$ cat src/shared/lock_fault_pkg.sv
// Constants and types shared by the motor lock fault response block
// Overview of operation
// - Retry interval field picks 300 ms, 500 ms, then 1 s to 14 s in 1 s steps.
// - Response codes 0 and 1 latch the fault, assert fault pin, tristate the output stage.
// - Response code 2 latches the fault, asserts fault pin, turns all high-side switches on.
// - Response code 3 latches the fault, asserts fault pin, turns all low-side switches on.
// - Codes 4 and 5 auto-clear after interval, count retries, latch tristated beyond limit.
// - Code 6 auto-clears each interval up to the limit, high-side brake, fault pin asserted.
// - Code 7 retries each interval up to the limit, then latches with low-side brake.
// - Code 8 only reports a lock on the fault pin, output stage untouched.
// - Codes 9 through F disable lock detection and raise no lock fault.
// - One bit enables the position detect timeout fault; reset value is disabled.
package lock_fault_pkg;
   // ----------------------------------------
   // Register map (byte addresses)
   // ----------------------------------------
   localparam logic [7:0] ADDR_FAULT_SETTINGS_ONE = 8'h00;
   localparam logic [7:0] ADDR_RETRY_LIMIT = 8'h04;
   localparam logic [7:0] ADDR_STATUS = 8'h08;
   localparam logic [7:0] ADDR_INT_STATUS = 8'h0C;
   localparam logic [7:0] ADDR_INT_MASK = 8'h10;
   localparam logic [7:0] ADDR_FAULT_CLEAR = 8'h14;

   // ----------------------------------------
   // Field positions and reset values
   // ----------------------------------------
   localparam int RETRY_INTERVAL_LSB = 7;
   localparam int RESPONSE_SELECT_LSB = 3;
   localparam int POS_TIMEOUT_EN_BIT = 2;
   localparam logic [31:0] FAULT_SETTINGS_ONE_RST = 32'h0000_0000;
   localparam logic [2:0] RETRY_LIMIT_RST = 3'h0;
   localparam logic [3:0] INT_MASK_RST = 4'h0;
   localparam int INT_LOCK_SEEN = 0;
   localparam int INT_FAULT_LATCHED = 1;
   localparam int INT_RETRY_DONE = 2;
   localparam int INT_POS_TIMEOUT = 3;
   localparam int NUM_EVENTS = 4;

   // ----------------------------------------
   // Lock response codes
   // ----------------------------------------
   localparam logic [3:0] RESP_LATCH_TRI_A = 4'h0;
   localparam logic [3:0] RESP_LATCH_TRI_B = 4'h1;
   localparam logic [3:0] RESP_LATCH_HIGH = 4'h2;
   localparam logic [3:0] RESP_LATCH_LOW = 4'h3;
   localparam logic [3:0] RESP_RETRY_TRI_A = 4'h4;
   localparam logic [3:0] RESP_RETRY_TRI_B = 4'h5;
   localparam logic [3:0] RESP_RETRY_HIGH = 4'h6;
   localparam logic [3:0] RESP_RETRY_LOW = 4'h7;
   localparam logic [3:0] RESP_REPORT = 4'h8;

   // ----------------------------------------
   // Timing
   // ----------------------------------------
   localparam int CLK_HZ = 25_000_000;
   localparam int MS_PER_S = 1000;
   localparam int CYCLES_PER_MS = CLK_HZ / MS_PER_S;
   localparam logic [13:0] RETRY_CODE0_MS = 14'h012C; // 300 ms
   localparam logic [13:0] RETRY_CODE1_MS = 14'h01F4; // 500 ms
   localparam logic [13:0] RETRY_STEP_MS = 14'h03E8;  // 1 s

   typedef enum logic [3:0] {
      ST_IDLE = 4'b0001,
      ST_LATCHED = 4'b0010,
      ST_RETRY = 4'b0100,
      ST_REPORT = 4'b1000
   } lock_state_e;
endpackage
$ cat src/logic/motor_lock_fault_response.sv
// Motor lock fault response with AXI4-Lite register access
//
// Design decisions made here: the register addresses and register access over AXI4-Lite.
`timescale 1ns/1ps
module motor_lock_fault_response
   import lock_fault_pkg::*;
#(
   parameter int UNIT_CYCLES = CYCLES_PER_MS
) (
   input wire logic mclk,
   input wire logic srst,
   input wire logic lockDetect,
   input wire logic positionDetectTimeout,
   output logic faultIndicatorN_q,
   output logic gateTristate_q,
   output logic gateHighOn_q,
   output logic gateLowOn_q,
   output logic irq_q,
   input wire logic [7:0] s_axi_awaddr,
   input wire logic s_axi_awvalid,
   output logic s_axi_awready,
   input wire logic [31:0] s_axi_wdata,
   input wire logic [3:0] s_axi_wstrb,
   input wire logic s_axi_wvalid,
   output logic s_axi_wready,
   output logic [1:0] s_axi_bresp,
   output logic s_axi_bvalid,
   input wire logic s_axi_bready,
   input wire logic [7:0] s_axi_araddr,
   input wire logic s_axi_arvalid,
   output logic s_axi_arready,
   output logic [31:0] s_axi_rdata,
   output logic [1:0] s_axi_rresp,
   output logic s_axi_rvalid,
   input wire logic s_axi_rready
);
   localparam logic [1:0] RESP_OKAY = 2'h0;
   localparam logic [1:0] RESP_SLVERR = 2'h2;

   // ----------------------------------------
   // Bus write channel
   // ----------------------------------------
   logic [7:0] awAddr_q;
   logic [31:0] wData_q;
   logic [3:0] wStrb_q;
   logic awHave_q;
   logic wHave_q;
   logic wrEn;
   logic wrHit;

   assign wrEn = awHave_q && wHave_q && !s_axi_bvalid;
   assign wrHit = (awAddr_q == ADDR_FAULT_SETTINGS_ONE) || (awAddr_q == ADDR_RETRY_LIMIT) ||
                  (awAddr_q == ADDR_STATUS) || (awAddr_q == ADDR_INT_STATUS) ||
                  (awAddr_q == ADDR_INT_MASK) || (awAddr_q == ADDR_FAULT_CLEAR);

   always_ff @(posedge mclk) begin
      if (srst) begin
         s_axi_awready <= 1'b1;
         s_axi_wready <= 1'b1;
         s_axi_bvalid <= 1'b0;
         s_axi_bresp <= RESP_OKAY;
         awHave_q <= 1'b0;
         wHave_q <= 1'b0;
         awAddr_q <= 8'h00;
         wData_q <= 32'h0000_0000;
         wStrb_q <= 4'h0;
      end else begin
         if (s_axi_awvalid && s_axi_awready) begin
            awAddr_q <= s_axi_awaddr;
            awHave_q <= 1'b1;
            s_axi_awready <= 1'b0;
         end
         if (s_axi_wvalid && s_axi_wready) begin
            wData_q <= s_axi_wdata;
            wStrb_q <= s_axi_wstrb;
            wHave_q <= 1'b1;
            s_axi_wready <= 1'b0;
         end
         if (wrEn) begin
            s_axi_bvalid <= 1'b1;
            s_axi_bresp <= wrHit ? RESP_OKAY : RESP_SLVERR;
            awHave_q <= 1'b0;
            wHave_q <= 1'b0;
         end
         if (s_axi_bvalid && s_axi_bready) begin
            s_axi_bvalid <= 1'b0;
            s_axi_awready <= 1'b1;
            s_axi_wready <= 1'b1;
         end
      end
   end

   function automatic logic [31:0] mergeBytes(input logic [31:0] old, input logic [31:0] nw,
                                              input logic [3:0] strb);
      logic [31:0] res;
      res = old;
      for (int i = 0; i < 4; i++) begin
         if (strb[i]) begin
            res[8*i +: 8] = nw[8*i +: 8];
         end
      end
      return res;
   endfunction

   // ----------------------------------------
   // Configuration registers
   // ----------------------------------------
   logic [31:0] faultSettingsOne_q;
   logic [2:0] retryLimitCount_q;
   logic [NUM_EVENTS-1:0] intMask_q;
   logic [31:0] mergedData;
   logic clearFault;

   assign mergedData = mergeBytes(32'h0000_0000, wData_q, wStrb_q);
   assign clearFault = wrEn && (awAddr_q == ADDR_FAULT_CLEAR) && mergedData[0];

   always_ff @(posedge mclk) begin
      if (srst) begin
         faultSettingsOne_q <= FAULT_SETTINGS_ONE_RST;
         retryLimitCount_q <= RETRY_LIMIT_RST;
         intMask_q <= INT_MASK_RST;
      end else if (wrEn) begin
         if (awAddr_q == ADDR_FAULT_SETTINGS_ONE) begin
            faultSettingsOne_q <= mergeBytes(faultSettingsOne_q, wData_q, wStrb_q);
         end
         if (awAddr_q == ADDR_RETRY_LIMIT && wStrb_q[0]) begin
            retryLimitCount_q <= wData_q[2:0];
         end
         if (awAddr_q == ADDR_INT_MASK && wStrb_q[0]) begin
            intMask_q <= wData_q[NUM_EVENTS-1:0];
         end
      end
   end

   logic [3:0] lockRetryInterval;
   logic [3:0] lockResponseSelect;
   logic positionDetectTimeoutEnable;
   logic [13:0] intervalMs;

   assign lockRetryInterval = faultSettingsOne_q[RETRY_INTERVAL_LSB +: 4];
   assign lockResponseSelect = faultSettingsOne_q[RESPONSE_SELECT_LSB +: 4];
   assign positionDetectTimeoutEnable = faultSettingsOne_q[POS_TIMEOUT_EN_BIT];

   // Code 2 onward is whole seconds, one second per step
   always_comb begin
      unique case (lockRetryInterval)
         4'h0: intervalMs = RETRY_CODE0_MS;
         4'h1: intervalMs = RETRY_CODE1_MS;
         default: intervalMs = 14'(RETRY_STEP_MS * {10'h000, lockRetryInterval - 4'h1});
      endcase
   end

   // ----------------------------------------
   // Lock response decode
   // ----------------------------------------
   logic respLatch;
   logic respRetry;
   logic respReport;
   logic brakeHigh;
   logic brakeLow;

   always_comb begin
      respLatch = 1'b0;
      respRetry = 1'b0;
      respReport = 1'b0;
      brakeHigh = 1'b0;
      brakeLow = 1'b0;
      unique case (lockResponseSelect)
         RESP_LATCH_TRI_A, RESP_LATCH_TRI_B: respLatch = 1'b1;
         RESP_LATCH_HIGH: begin
            respLatch = 1'b1;
            brakeHigh = 1'b1;
         end
         RESP_LATCH_LOW: begin
            respLatch = 1'b1;
            brakeLow = 1'b1;
         end
         RESP_RETRY_TRI_A, RESP_RETRY_TRI_B: respRetry = 1'b1;
         RESP_RETRY_HIGH: begin
            respRetry = 1'b1;
            brakeHigh = 1'b1;
         end
         RESP_RETRY_LOW: begin
            respRetry = 1'b1;
            brakeLow = 1'b1;
         end
         RESP_REPORT: respReport = 1'b1;
         default: respReport = 1'b0;
      endcase
   end

   // ----------------------------------------
   // Fault state machine
   // ----------------------------------------
   lock_state_e state_q;
   logic [2:0] retryCnt_q;
   logic posFault_q;
   logic timerStart;
   logic timerDone;
   logic lockSeen;
   logic lockAct;
   logic limitHit;
   logic posEvent;

   assign lockAct = lockDetect && (respLatch || respRetry || respReport);
   assign lockSeen = (state_q == ST_IDLE) && lockAct;
   assign limitHit = retryCnt_q >= retryLimitCount_q;
   assign timerStart = lockSeen && respRetry && !limitHit;
   assign posEvent = positionDetectTimeout && positionDetectTimeoutEnable;

   retry_timer #(
      .UNIT_CYCLES(UNIT_CYCLES)
   ) u_timer (
      .mclk(mclk),
      .srst(srst),
      .start(timerStart),
      .intervalMs(intervalMs),
      .done_q(timerDone)
   );

   // Brake type is frozen at the lock so later config writes cannot flip the bridge
   always_ff @(posedge mclk) begin
      if (srst) begin
         state_q <= ST_IDLE;
         retryCnt_q <= 3'h0;
         gateTristate_q <= 1'b0;
         gateHighOn_q <= 1'b0;
         gateLowOn_q <= 1'b0;
      end else begin
         unique case (state_q)
            ST_IDLE: begin
               if (lockSeen && respReport) begin
                  state_q <= ST_REPORT;
               end else if (lockSeen && (respLatch || limitHit)) begin
                  state_q <= ST_LATCHED;
                  gateTristate_q <= !brakeHigh && !brakeLow;
                  gateHighOn_q <= brakeHigh;
                  gateLowOn_q <= brakeLow;
               end else if (lockSeen) begin
                  state_q <= ST_RETRY;
                  retryCnt_q <= retryCnt_q + 3'h1;
                  gateTristate_q <= !brakeHigh && !brakeLow;
                  gateHighOn_q <= brakeHigh;
                  gateLowOn_q <= brakeLow;
               end
            end
            ST_RETRY: begin
               if (timerDone) begin
                  state_q <= ST_IDLE;
                  gateTristate_q <= 1'b0;
                  gateHighOn_q <= 1'b0;
                  gateLowOn_q <= 1'b0;
               end
            end
            ST_REPORT: begin
               if (!lockDetect) begin
                  state_q <= ST_IDLE;
               end
            end
            ST_LATCHED: begin
               if (clearFault) begin
                  state_q <= ST_IDLE;
                  retryCnt_q <= 3'h0;
                  gateTristate_q <= 1'b0;
                  gateHighOn_q <= 1'b0;
                  gateLowOn_q <= 1'b0;
               end
            end
         endcase
      end
   end

   // Position timeout fault stays until software clears it
   always_ff @(posedge mclk) begin
      if (srst) begin
         posFault_q <= 1'b0;
      end else if (posEvent) begin
         posFault_q <= 1'b1;
      end else if (clearFault) begin
         posFault_q <= 1'b0;
      end
   end

   always_ff @(posedge mclk) begin
      if (srst) begin
         faultIndicatorN_q <= 1'b1;
      end else begin
         faultIndicatorN_q <= !(lockSeen || posEvent || posFault_q ||
                                (state_q != ST_IDLE && !(state_q == ST_LATCHED && clearFault) &&
                                 !(state_q == ST_RETRY && timerDone) &&
                                 !(state_q == ST_REPORT && !lockDetect)));
      end
   end

   // ----------------------------------------
   // Interrupts
   // ----------------------------------------
   logic [NUM_EVENTS-1:0] intStatus;
   logic [NUM_EVENTS-1:0] intSet;
   logic [NUM_EVENTS-1:0] intClr;

   assign intSet[INT_LOCK_SEEN] = lockSeen;
   assign intSet[INT_FAULT_LATCHED] = lockSeen && (respLatch || (respRetry && limitHit));
   assign intSet[INT_RETRY_DONE] = (state_q == ST_RETRY) && timerDone;
   assign intSet[INT_POS_TIMEOUT] = posEvent;
   assign intClr = (wrEn && awAddr_q == ADDR_INT_STATUS) ? mergedData[NUM_EVENTS-1:0] : '0;

   for (genvar g = 0; g < NUM_EVENTS; g++) begin : gen_flag
      sticky_flag u_flag (
         .mclk(mclk),
         .srst(srst),
         .setEv(intSet[g]),
         .clrEv(intClr[g]),
         .flag_q(intStatus[g])
      );
   end

   always_ff @(posedge mclk) begin
      if (srst) begin
         irq_q <= 1'b0;
      end else begin
         // A set mask bit blocks its event from the interrupt
         irq_q <= |(intStatus & ~intMask_q);
      end
   end

   // ----------------------------------------
   // Bus read channel
   // ----------------------------------------
   always_ff @(posedge mclk) begin
      if (srst) begin
         s_axi_arready <= 1'b1;
         s_axi_rvalid <= 1'b0;
         s_axi_rdata <= 32'h0000_0000;
         s_axi_rresp <= RESP_OKAY;
      end else if (s_axi_arvalid && s_axi_arready) begin
         s_axi_arready <= 1'b0;
         s_axi_rvalid <= 1'b1;
         s_axi_rresp <= RESP_OKAY;
         unique case (s_axi_araddr)
            ADDR_FAULT_SETTINGS_ONE: s_axi_rdata <= faultSettingsOne_q;
            ADDR_RETRY_LIMIT: s_axi_rdata <= {29'h0000_0000, retryLimitCount_q};
            ADDR_STATUS: s_axi_rdata <= {21'h00_0000, retryCnt_q, state_q, posFault_q, 3'h0};
            ADDR_INT_STATUS: s_axi_rdata <= {28'h000_0000, intStatus};
            ADDR_INT_MASK: s_axi_rdata <= {28'h000_0000, intMask_q};
            ADDR_FAULT_CLEAR: s_axi_rdata <= 32'h0000_0000;
            default: begin
               s_axi_rdata <= 32'h0000_0000;
               s_axi_rresp <= RESP_SLVERR;
            end
         endcase
      end else if (s_axi_rvalid && s_axi_rready) begin
         s_axi_rvalid <= 1'b0;
         s_axi_arready <= 1'b1;
      end
   end
endmodule

$ cat src/logic/retry_timer.sv
// Millisecond-based retry interval timer
`timescale 1ns/1ps
module retry_timer
   import lock_fault_pkg::*;
#(
   parameter int UNIT_CYCLES = CYCLES_PER_MS
) (
   input wire logic mclk,
   input wire logic srst,
   input wire logic start,
   input wire logic [13:0] intervalMs,
   output logic done_q
);
   logic [31:0] unitCnt_q;
   logic [13:0] msLeft_q;
   logic running_q;

   always_ff @(posedge mclk) begin
      if (srst) begin
         running_q <= 1'b0;
         unitCnt_q <= 32'h0000_0000;
         msLeft_q <= 14'h0000;
         done_q <= 1'b0;
      end else begin
         done_q <= 1'b0;
         if (start) begin
            running_q <= 1'b1;
            unitCnt_q <= 32'h0000_0000;
            msLeft_q <= intervalMs;
         end else if (running_q) begin
            if (unitCnt_q == 32'(UNIT_CYCLES - 1)) begin
               unitCnt_q <= 32'h0000_0000;
               if (msLeft_q == 14'h0001) begin
                  running_q <= 1'b0;
                  done_q <= 1'b1;
               end
               msLeft_q <= msLeft_q - 14'h0001;
            end else begin
               unitCnt_q <= unitCnt_q + 32'h0000_0001;
            end
         end
      end
   end
endmodule

$ cat src/logic/sticky_flag.sv
// Sticky event flag, set wins over clear
`timescale 1ns/1ps
module sticky_flag
   import lock_fault_pkg::*;
(
   input wire logic mclk,
   input wire logic srst,
   input wire logic setEv,
   input wire logic clrEv,
   output logic flag_q
);
   always_ff @(posedge mclk) begin
      if (srst) begin
         flag_q <= 1'b0;
      end else if (setEv) begin
         flag_q <= 1'b1;
      end else if (clrEv) begin
         flag_q <= 1'b0;
      end
   end
endmodule

$ cat config.mk
export PLATFORM = sky130hd
export DESIGN_NAME = motor_lock_fault_response
export DESIGN_NICKNAME = d
export VERILOG_FILES = /design/src/shared/lock_fault_pkg.sv /design/src/logic/motor_lock_fault_response.sv /design/src/logic/retry_timer.sv /design/src/logic/sticky_flag.sv
export SDC_FILE = /design/constraint.sdc
export NUM_CORES = 1
export LEC_CHECK = 0
export BUFFER_PORTS_ARGS = -buffer_cell sky130_fd_sc_hd__buf_2
export CAP_MARGIN = 20
export CORE_ASPECT_RATIO = 1.5
export CORE_UTILIZATION = 44
export CTS_CLUSTER_SIZE = 40
export DETAILED_ROUTE_END_ITERATION = 16
export PLACE_DENSITY = 0.73
export SLEW_MARGIN = 20
export SYNTH_ARGS = -nofsm -noshare
export SYNTH_HDL_FRONTEND = slang
export SYNTH_HIERARCHICAL = 1
export SYNTH_SLANG_ARGS = --single-unit
$ cat constraint.sdc
create_clock -name mclk -period 13.2 [get_ports mclk]
set_clock_uncertainty 0.2 [all_clocks]
set_input_delay 2.64 -clock mclk [delete_from_list [all_inputs] [get_ports mclk]]
set_output_delay 2.64 -clock mclk [all_outputs]
set_load 0.02 [all_outputs]
==> metrics.txt, run 1 <==
Overflow after GRT 0; Mean Syn Cell Area about 8.5 um^2; remaining antenna violation count 0; worst-path fanout max 8; Reg clk slew, reported paths about 0.070 ns; CTS H-tree depth 4; Critical Path Sink Type flop; post-layout utilization of the core 0.511; I/O Buffers about 100; vias in the first global route roughly 7400; WL final approximately 21000 um; first-pass GRT wire length 35000 um; RSZ-0062 raised after global routing false; top-count cell post-synth dfxtp_1; Ports 107; Final Setup Violations 0; Via Count 7596; largest net degree at the start of global routing about 100; Commonest cells post-synth dfxtp_1, nand2_1, nor2_1, a21oi_1, nand3_1; Die X-Extent 118 um; Ys Warns 6; ys flop type dfxtp_1; M1 WL around 8500 um; Rel. slew slack 0.300; status finished clean; Final Hold Fails 0; max-cap violations 0; Nets 1206; P_int slightly above 900 uW; CTS buffer count 17; Resized Gates After CTS 0; clock sink count 189; clock power share 0.417; Sw Ratio 0.253; EDFF count, synth 0; critical setup path kind reg -> reg; PwrDens 124 mW/mm^2; arrival time worst endpoint slightly below 5 ns; Worst Setup Start Kind flop; Core ar. 0.0197 mm^2; row count 63; Clk Latency, worst-skew pair between 0.4 and 0.5 ns; routability cong. roughly 0.84; DRT iter0 DRCs 451; hold crit path type reg -> reg; share of cells above drive strength 1 0.154; # diodes 0; Total Power between 1 and 1.5 mW; routed wl met3 991 um; number of setup buffers added after CTS 0; XOR/XNOR Fraction of Synth Area 0.0357; Leak Pwr just under 4 nW; CTS Root Cell clkbuf_16; Reg power frac 0.492; Synth Area in Adders 0.0498; GR Util All Layers 0.209; Synth area leaders dfxtp_1, nand2_1, a21oi_1, nor2_1, ha_1; synthesized area just under 0.009 mm^2; # fillers 1939; reg2reg setup slack 8.51 ns; Seq/Total Area, Yosys 0.428; setup TNS 0 ns; Final Worst Setup Slack roughly 8.5 ns; Met2 Wirelength between 10000 and 15000 um; initial antenna violation count 0; Tmin final 4.69 ns; fraction of registers with async set/reset 0; compound-gate portion of the synthesized area 0.151; initial core utilization 0.449; TritonCTS clock tree built; Avg WL per Cell about 15 um; Worst Path Required ~13 ns; main combinational cell family by area after synthesis simple AND/OR/NAND/NOR gates; Max IR drop VDD 123 uV; Peak Freq approximately 210 MHz; post-synth top area share 0.428; DP Wirelength roughly 15000 um; Post-CTS Hold Buffers 0; largest area contributor in the synthesized netlist dfxtp_1; max-slew violations 0; multi-input logic area approximately 0.0046 mm^2; Die Area between 0.02 and 0.025 mm^2; FF+latch area between 0.003 and 0.004 mm^2; synth unique cells 71; switching power roughly 320 uW; Yosys reg bits 189; top routing layer used met4; Die Y-Extent about 180 um; 1st-pass router iterations 5; measured slew at the worst slew-check pin roughly 1.1 ns; simple-gate area share of the yosys netlist 0.252; period utilization 0.356; Post-Place Worst Slack roughly 8.2 ns; mux cell area share after synthesis 0.0291; average via count per standard cell between 5 and 6; Area Growth Syn to Fin 13.8%; Residual DRC 0; Post-Synthesis Cells between 1000 and 1500; Comb pwr share 0.091; Clock Tree Buf Depth 2
through the flow:
step	cell area, um^2	instances	hold WS (ns)
2_1_floorplan	8850	1043	0.234
3_3_place_gp	9470	1355	0.242
3_5_place_dp	9470	1355	0.247
4_1_cts	10100	1385	0.256
5_1_grt	10100	1385	0.273
6_report	10100	1385	0.253
registers in the layout, summed over array words and instances (netlist names), 3 cells and up:
| register | count |
|---|---|
| awAddr_q | 8 |
| faultSettingsOne_q | 32 |
| gen_flag.u_flag/flag_q | 4 |
| intMask_q | 4 |
| retryCnt_q | 3 |
| retryLimitCount_q | 3 |
| s_axi_rdata | 32 |
| state_q | 4 |
| u_timer/msLeft_q | 14 |
| u_timer/unitCnt_q | 32 |
| wData_q | 32 |
| wStrb_q | 4 |
cell type report:
class                           instances  share of cell area
Inverter                               47              0.0175
Timing Repair Buffer                  111              0.0572
Sequential cell                       189               0.376
Tap cell                              260              0.0323
Clock buffer                           17              0.0423
Multi-Input combinational cell        748               0.458
Clock inverter                         13              0.0168
cell families after synthesis:
family,after synthesis
buffers and inverters,106
multiplexers,25
XOR/XNOR,36
adder cells (fa/ha/maj),31
AND/OR/NAND/NOR,442
flip-flops,189
AO/OA/AOI/OAI,210
other,1
per-layer routing:
layer  track usage  vias to the layer above
met5             0                        -
met4         0.100                        0
met3        0.0481                       40
met2         0.380                      178
met1         0.227                     3602
li1              -                     3776
power by group through the flow:
stage / sequential [mW] / clock, mW / combinational (mW)
2_1_floorplan: 0.616 / 0 / 0.0930
3_3_place_gp: 0.623 / 0 / 0.112
3_5_place_dp: 0.624 / 0 / 0.113
4_1_cts: 0.611 / 0.529 / 0.114
5_1_grt: 0.614 / 0.554 / 0.128
6_report: 0.612 / 0.520 / 0.113
worst paths after layout:
check,from,depth (start not counted),end
min,wData_q[5],2,wData_q[5]
max,faultSettingsOne_q[7],16,u_timer/msLeft_q[13]
min reg2reg,wData_q[5],2,wData_q[5]
max reg2reg,faultSettingsOne_q[7],16,u_timer/msLeft_q[13]
cells in the final DEF (no fill, tap or decap), types with 9 or more instances in the layout:
cell       synthesis  routed
nand2_1          139     139
ha_1              24      24
a21oi_1           87      87
xor2_1            28      28
nor2b_1            9       9
o21ai_0           19      19
nor2_1           112     112
clkbuf_16          0      17
inv_1             47      47
nor3_1            17      16
nand4_1           25      25
buf_2              0     103
nand3_1           54      53
nor4_1             9       9
nand2b_1          10      10
a22oi_1           39      39
mux2i_1           19      19
dfxtp_1          189     189
and2_1            12      12
critical path: stages, from the launching register on:
cell and delay [ns]:
dfxtp_1 0.61, inv_1 0.21, ha_1 0.28, xor2_1 0.36, inv_1 0.19, fa_1 0.60
inv_1 0.10, fa_1 0.53, inv_1 0.04, ha_1 0.32, o21ai_0 0.21, o21ai_0 0.13
nand3_1 0.12, mux2_2 0.33, o211ai_1 0.10, nor2_1 0.06, a311oi_1 0.20
No activity file was read; power rests on OpenSTA's default activity.
==> run 2: changes to the inputs <==
clock period = 4.6 ns   (was 13.2 ns; I/O delays follow)
==> metrics.txt, run 2 (synthesis results as in run 1) <==
setup TNS 0 ns (unchanged); first-pass GRT wire length 34700 um (was 35000 um); CP max-delay cell fa_1 (was dfxtp_1); 1st-pass router iterations 4 (was 5); largest net degree at the start of global routing 93 (was 104); commonest non-fill, non-tap cells in the layout dfxtp_1, nand2_1, nor2_1, buf_2, a21oi_1 (unchanged); R2R depth 17 (was 16); Ports 107 (unchanged); Post-Layout Cell Count 1393 (was 1385); share of cells above drive strength 1 0.159 (was 0.154); DP Wirelength 14700 um (was 14800 um); Area Growth Syn to Fin 14.5% (was 13.8%); Worst Setup Start Kind flop (unchanged); Tmin final 4.21 ns (was 4.69 ns); measured slew at the worst slew-check pin 0.919 ns (was 1.05 ns); Core ar. 0.0197 mm^2 (unchanged); Final Hold Fails 0 (unchanged); WL final 20800 um (was 20900 um); Max IR drop VDD 274 uV (was 123 uV); initial core utilization 0.449 (unchanged); max-cap violations 0 (unchanged); initial antenna violation count 0 (unchanged); Final Setup Violations 0 (unchanged); max-slew violations 0 (unchanged); Die Area 0.0207 mm^2 (unchanged); Reg clk slew, reported paths 0.07 ns (about the same); Die Y-Extent 176 um (unchanged); period utilization 0.916 (was 0.356); PwrDens 359 mW/mm^2 (was 124 mW/mm^2); endpoint of the worst hold path faultSettingsOne_q[15] (was wData_q[5]); arrival time worst endpoint 4.37 ns (was 4.84 ns); I/O Buffers 104 (unchanged); row count 63 (unchanged); post-layout utilization of the core 0.514 (was 0.511); Overflow after GRT 0 (unchanged); multi-input logic area 0.00460 mm^2 (was 0.00461 mm^2); Clk Latency, worst-skew pair 0.44 ns (was 0.43 ns); remaining antenna violation count 0 (unchanged); Leak Pwr 3.98 nW (was 3.92 nW); hold crit path type reg -> reg (unchanged); Critical Path Sink Type flop (unchanged); DRT iter0 DRCs 317 (was 451); vias in the first global route 7198 (was 7418); Critical R2R Launch faultSettingsOne_q[7] (unchanged); routability cong. 0.832 (was 0.839); Buf/Inv on CP 5 (was 4); hold path depth 2 (unchanged); RSZ-0062 raised after global routing false (unchanged); most common cell after layout, fill and taps aside dfxtp_1 (unchanged); Nets 1212 (was 1206); R2R Path End u_timer/msLeft_q[13] (unchanged); # fillers 1916 (was 1939); Avg WL per Cell 14.9 um (was 15.1 um); Peak Freq 237 MHz (was 213 MHz); Residual DRC 0 (unchanged); hold path startpoint faultSettingsOne_q[15] (was wData_q[5]); Clock Tree Buf Depth 2 (unchanged); status finished clean (unchanged); CP most frequent cell inv_1 (unchanged); slowest stage delay, CP 0.59 ns (was 0.61 ns); CTS buffer count 17 (unchanged); CTS Root Cell clkbuf_16 (unchanged); # diodes 0 (unchanged); GR Util All Layers 0.206 (was 0.209); critical-path cell list buf_4 -> inv_1 -> ha_1 -> xor2_1 -> inv_1 -> fa_1 -> inv_1 -> fa_1 -> inv_1 -> ha_1 -> a211oi_1 -> o21ai_0 -> nand3_1 -> mux2_2 -> o211ai_1 -> nor2_1 -> a311oi_1 (was inv_1 -> ha_1 -> xor2_1 -> inv_1 -> fa_1 -> inv_1 -> fa_1 -> inv_1 -> ha_1 -> o21ai_0 -> o21ai_0 -> nand3_1 -> mux2_2 -> o211ai_1 -> nor2_1 -> a311oi_1); FF+latch area 0.00378 mm^2 (unchanged); CP top delay family adder cells (unchanged); worst-path fanout max 6 (was 8); Die X-Extent 118 um (unchanged); CTS H-tree depth 4 (unchanged); critical setup path kind reg -> reg (unchanged); Via Count 7591 (was 7596); average via count per standard cell 5.45 (was 5.48); reg2reg setup slack 0.39 ns (was 8.51 ns); Total Power 3.63 mW (was 1.24 mW); TritonCTS clock tree built (unchanged); Rel. slew slack 0.385 (was 0.300); Worst Path Required 4.75 ns (was 13.34 ns); clock sink count 189 (unchanged); Placed Cells 1361 (was 1355)
[run 2: cell count changes in the layout (fill, tap and decap cells not counted), sizes merged]
| cell | change |
|---|---|
| buf | +6 |
| clkbuf | +1 |
| clkinv | -1 |
| clkinvlp | -4 |
| inv | +6 |
[run 2: cell type report]
cell class | instances | area share
Multi-Input combinational cell | 748 | 0.455
Clock buffer | 18 | 0.0434
Inverter | 47 | 0.0174
Tap cell | 260 | 0.0321
Sequential cell | 189 | 0.374
Clock inverter | 14 | 0.0178
Timing Repair Buffer | 117 | 0.0613
[run 2: per-layer routing]
layer / vias to the layer above / GRT usage / part of all wire
li1: 3801 / - / -
met4: 0 / 0.0865 / 0.023
met3: 33 / 0.0435 / 0.048
met1: 3572 / 0.229 / 0.41
met5: - / 0 / 0
met2: 185 / 0.375 / 0.52
[run 2: repair_timing]
item | in CTS | in global routing
hold buffers | 0 | 0
setup endpoints to repair | 0 | 1
resized for setup | 0 | 1
buffers inserted | 0 | 0
[run 2: how the worst max path moves through the flow]
stage,startpoint,end,cells past startpoint
after detailed placement,faultSettingsOne_q[7],u_timer/msLeft_q[13],17
final,faultSettingsOne_q[7],u_timer/msLeft_q[13],17
after CTS,faultSettingsOne_q[7],u_timer/msLeft_q[13],17
after global routing,faultSettingsOne_q[7],u_timer/msLeft_q[13],17
after floorplan,faultSettingsOne_q[7],u_timer/msLeft_q[13],16
after global placement,faultSettingsOne_q[7],u_timer/msLeft_q[13],17
[run 2: worst reg2reg max path, delay by kind of cell (launching register included)]
family	cells	cell delay [ns]
XOR/XNOR	1	0.19
AND/OR/NAND/NOR	2	0.18
flip-flops	1	0.35
adder cells (fa/ha/maj)	4	1.60
multiplexers	1	0.33
AO/OA/AOI/OAI	4	0.70
buffers and inverters	5	0.58
[run 2: metrics by stage]
step	area, um^2	hold WS, ns	setup WS (ns)
global placement	9510	0.242	0.452
global route	10100	0.269	0.0184
CTS	10100	0.257	0.325
floorplan	8850	0.234	0.394
detailed placement	9510	0.247	0.340
finish	10100	0.257	0.385
[run 2: report_power, final]
group,switching (mW),leakage [nW],total (mW),internal [mW]
combinational,0.199,2.14,0.327,0.128
sequential,0.0634,1.53,1.75,1.69
clock,0.671,0.310,1.55,0.884
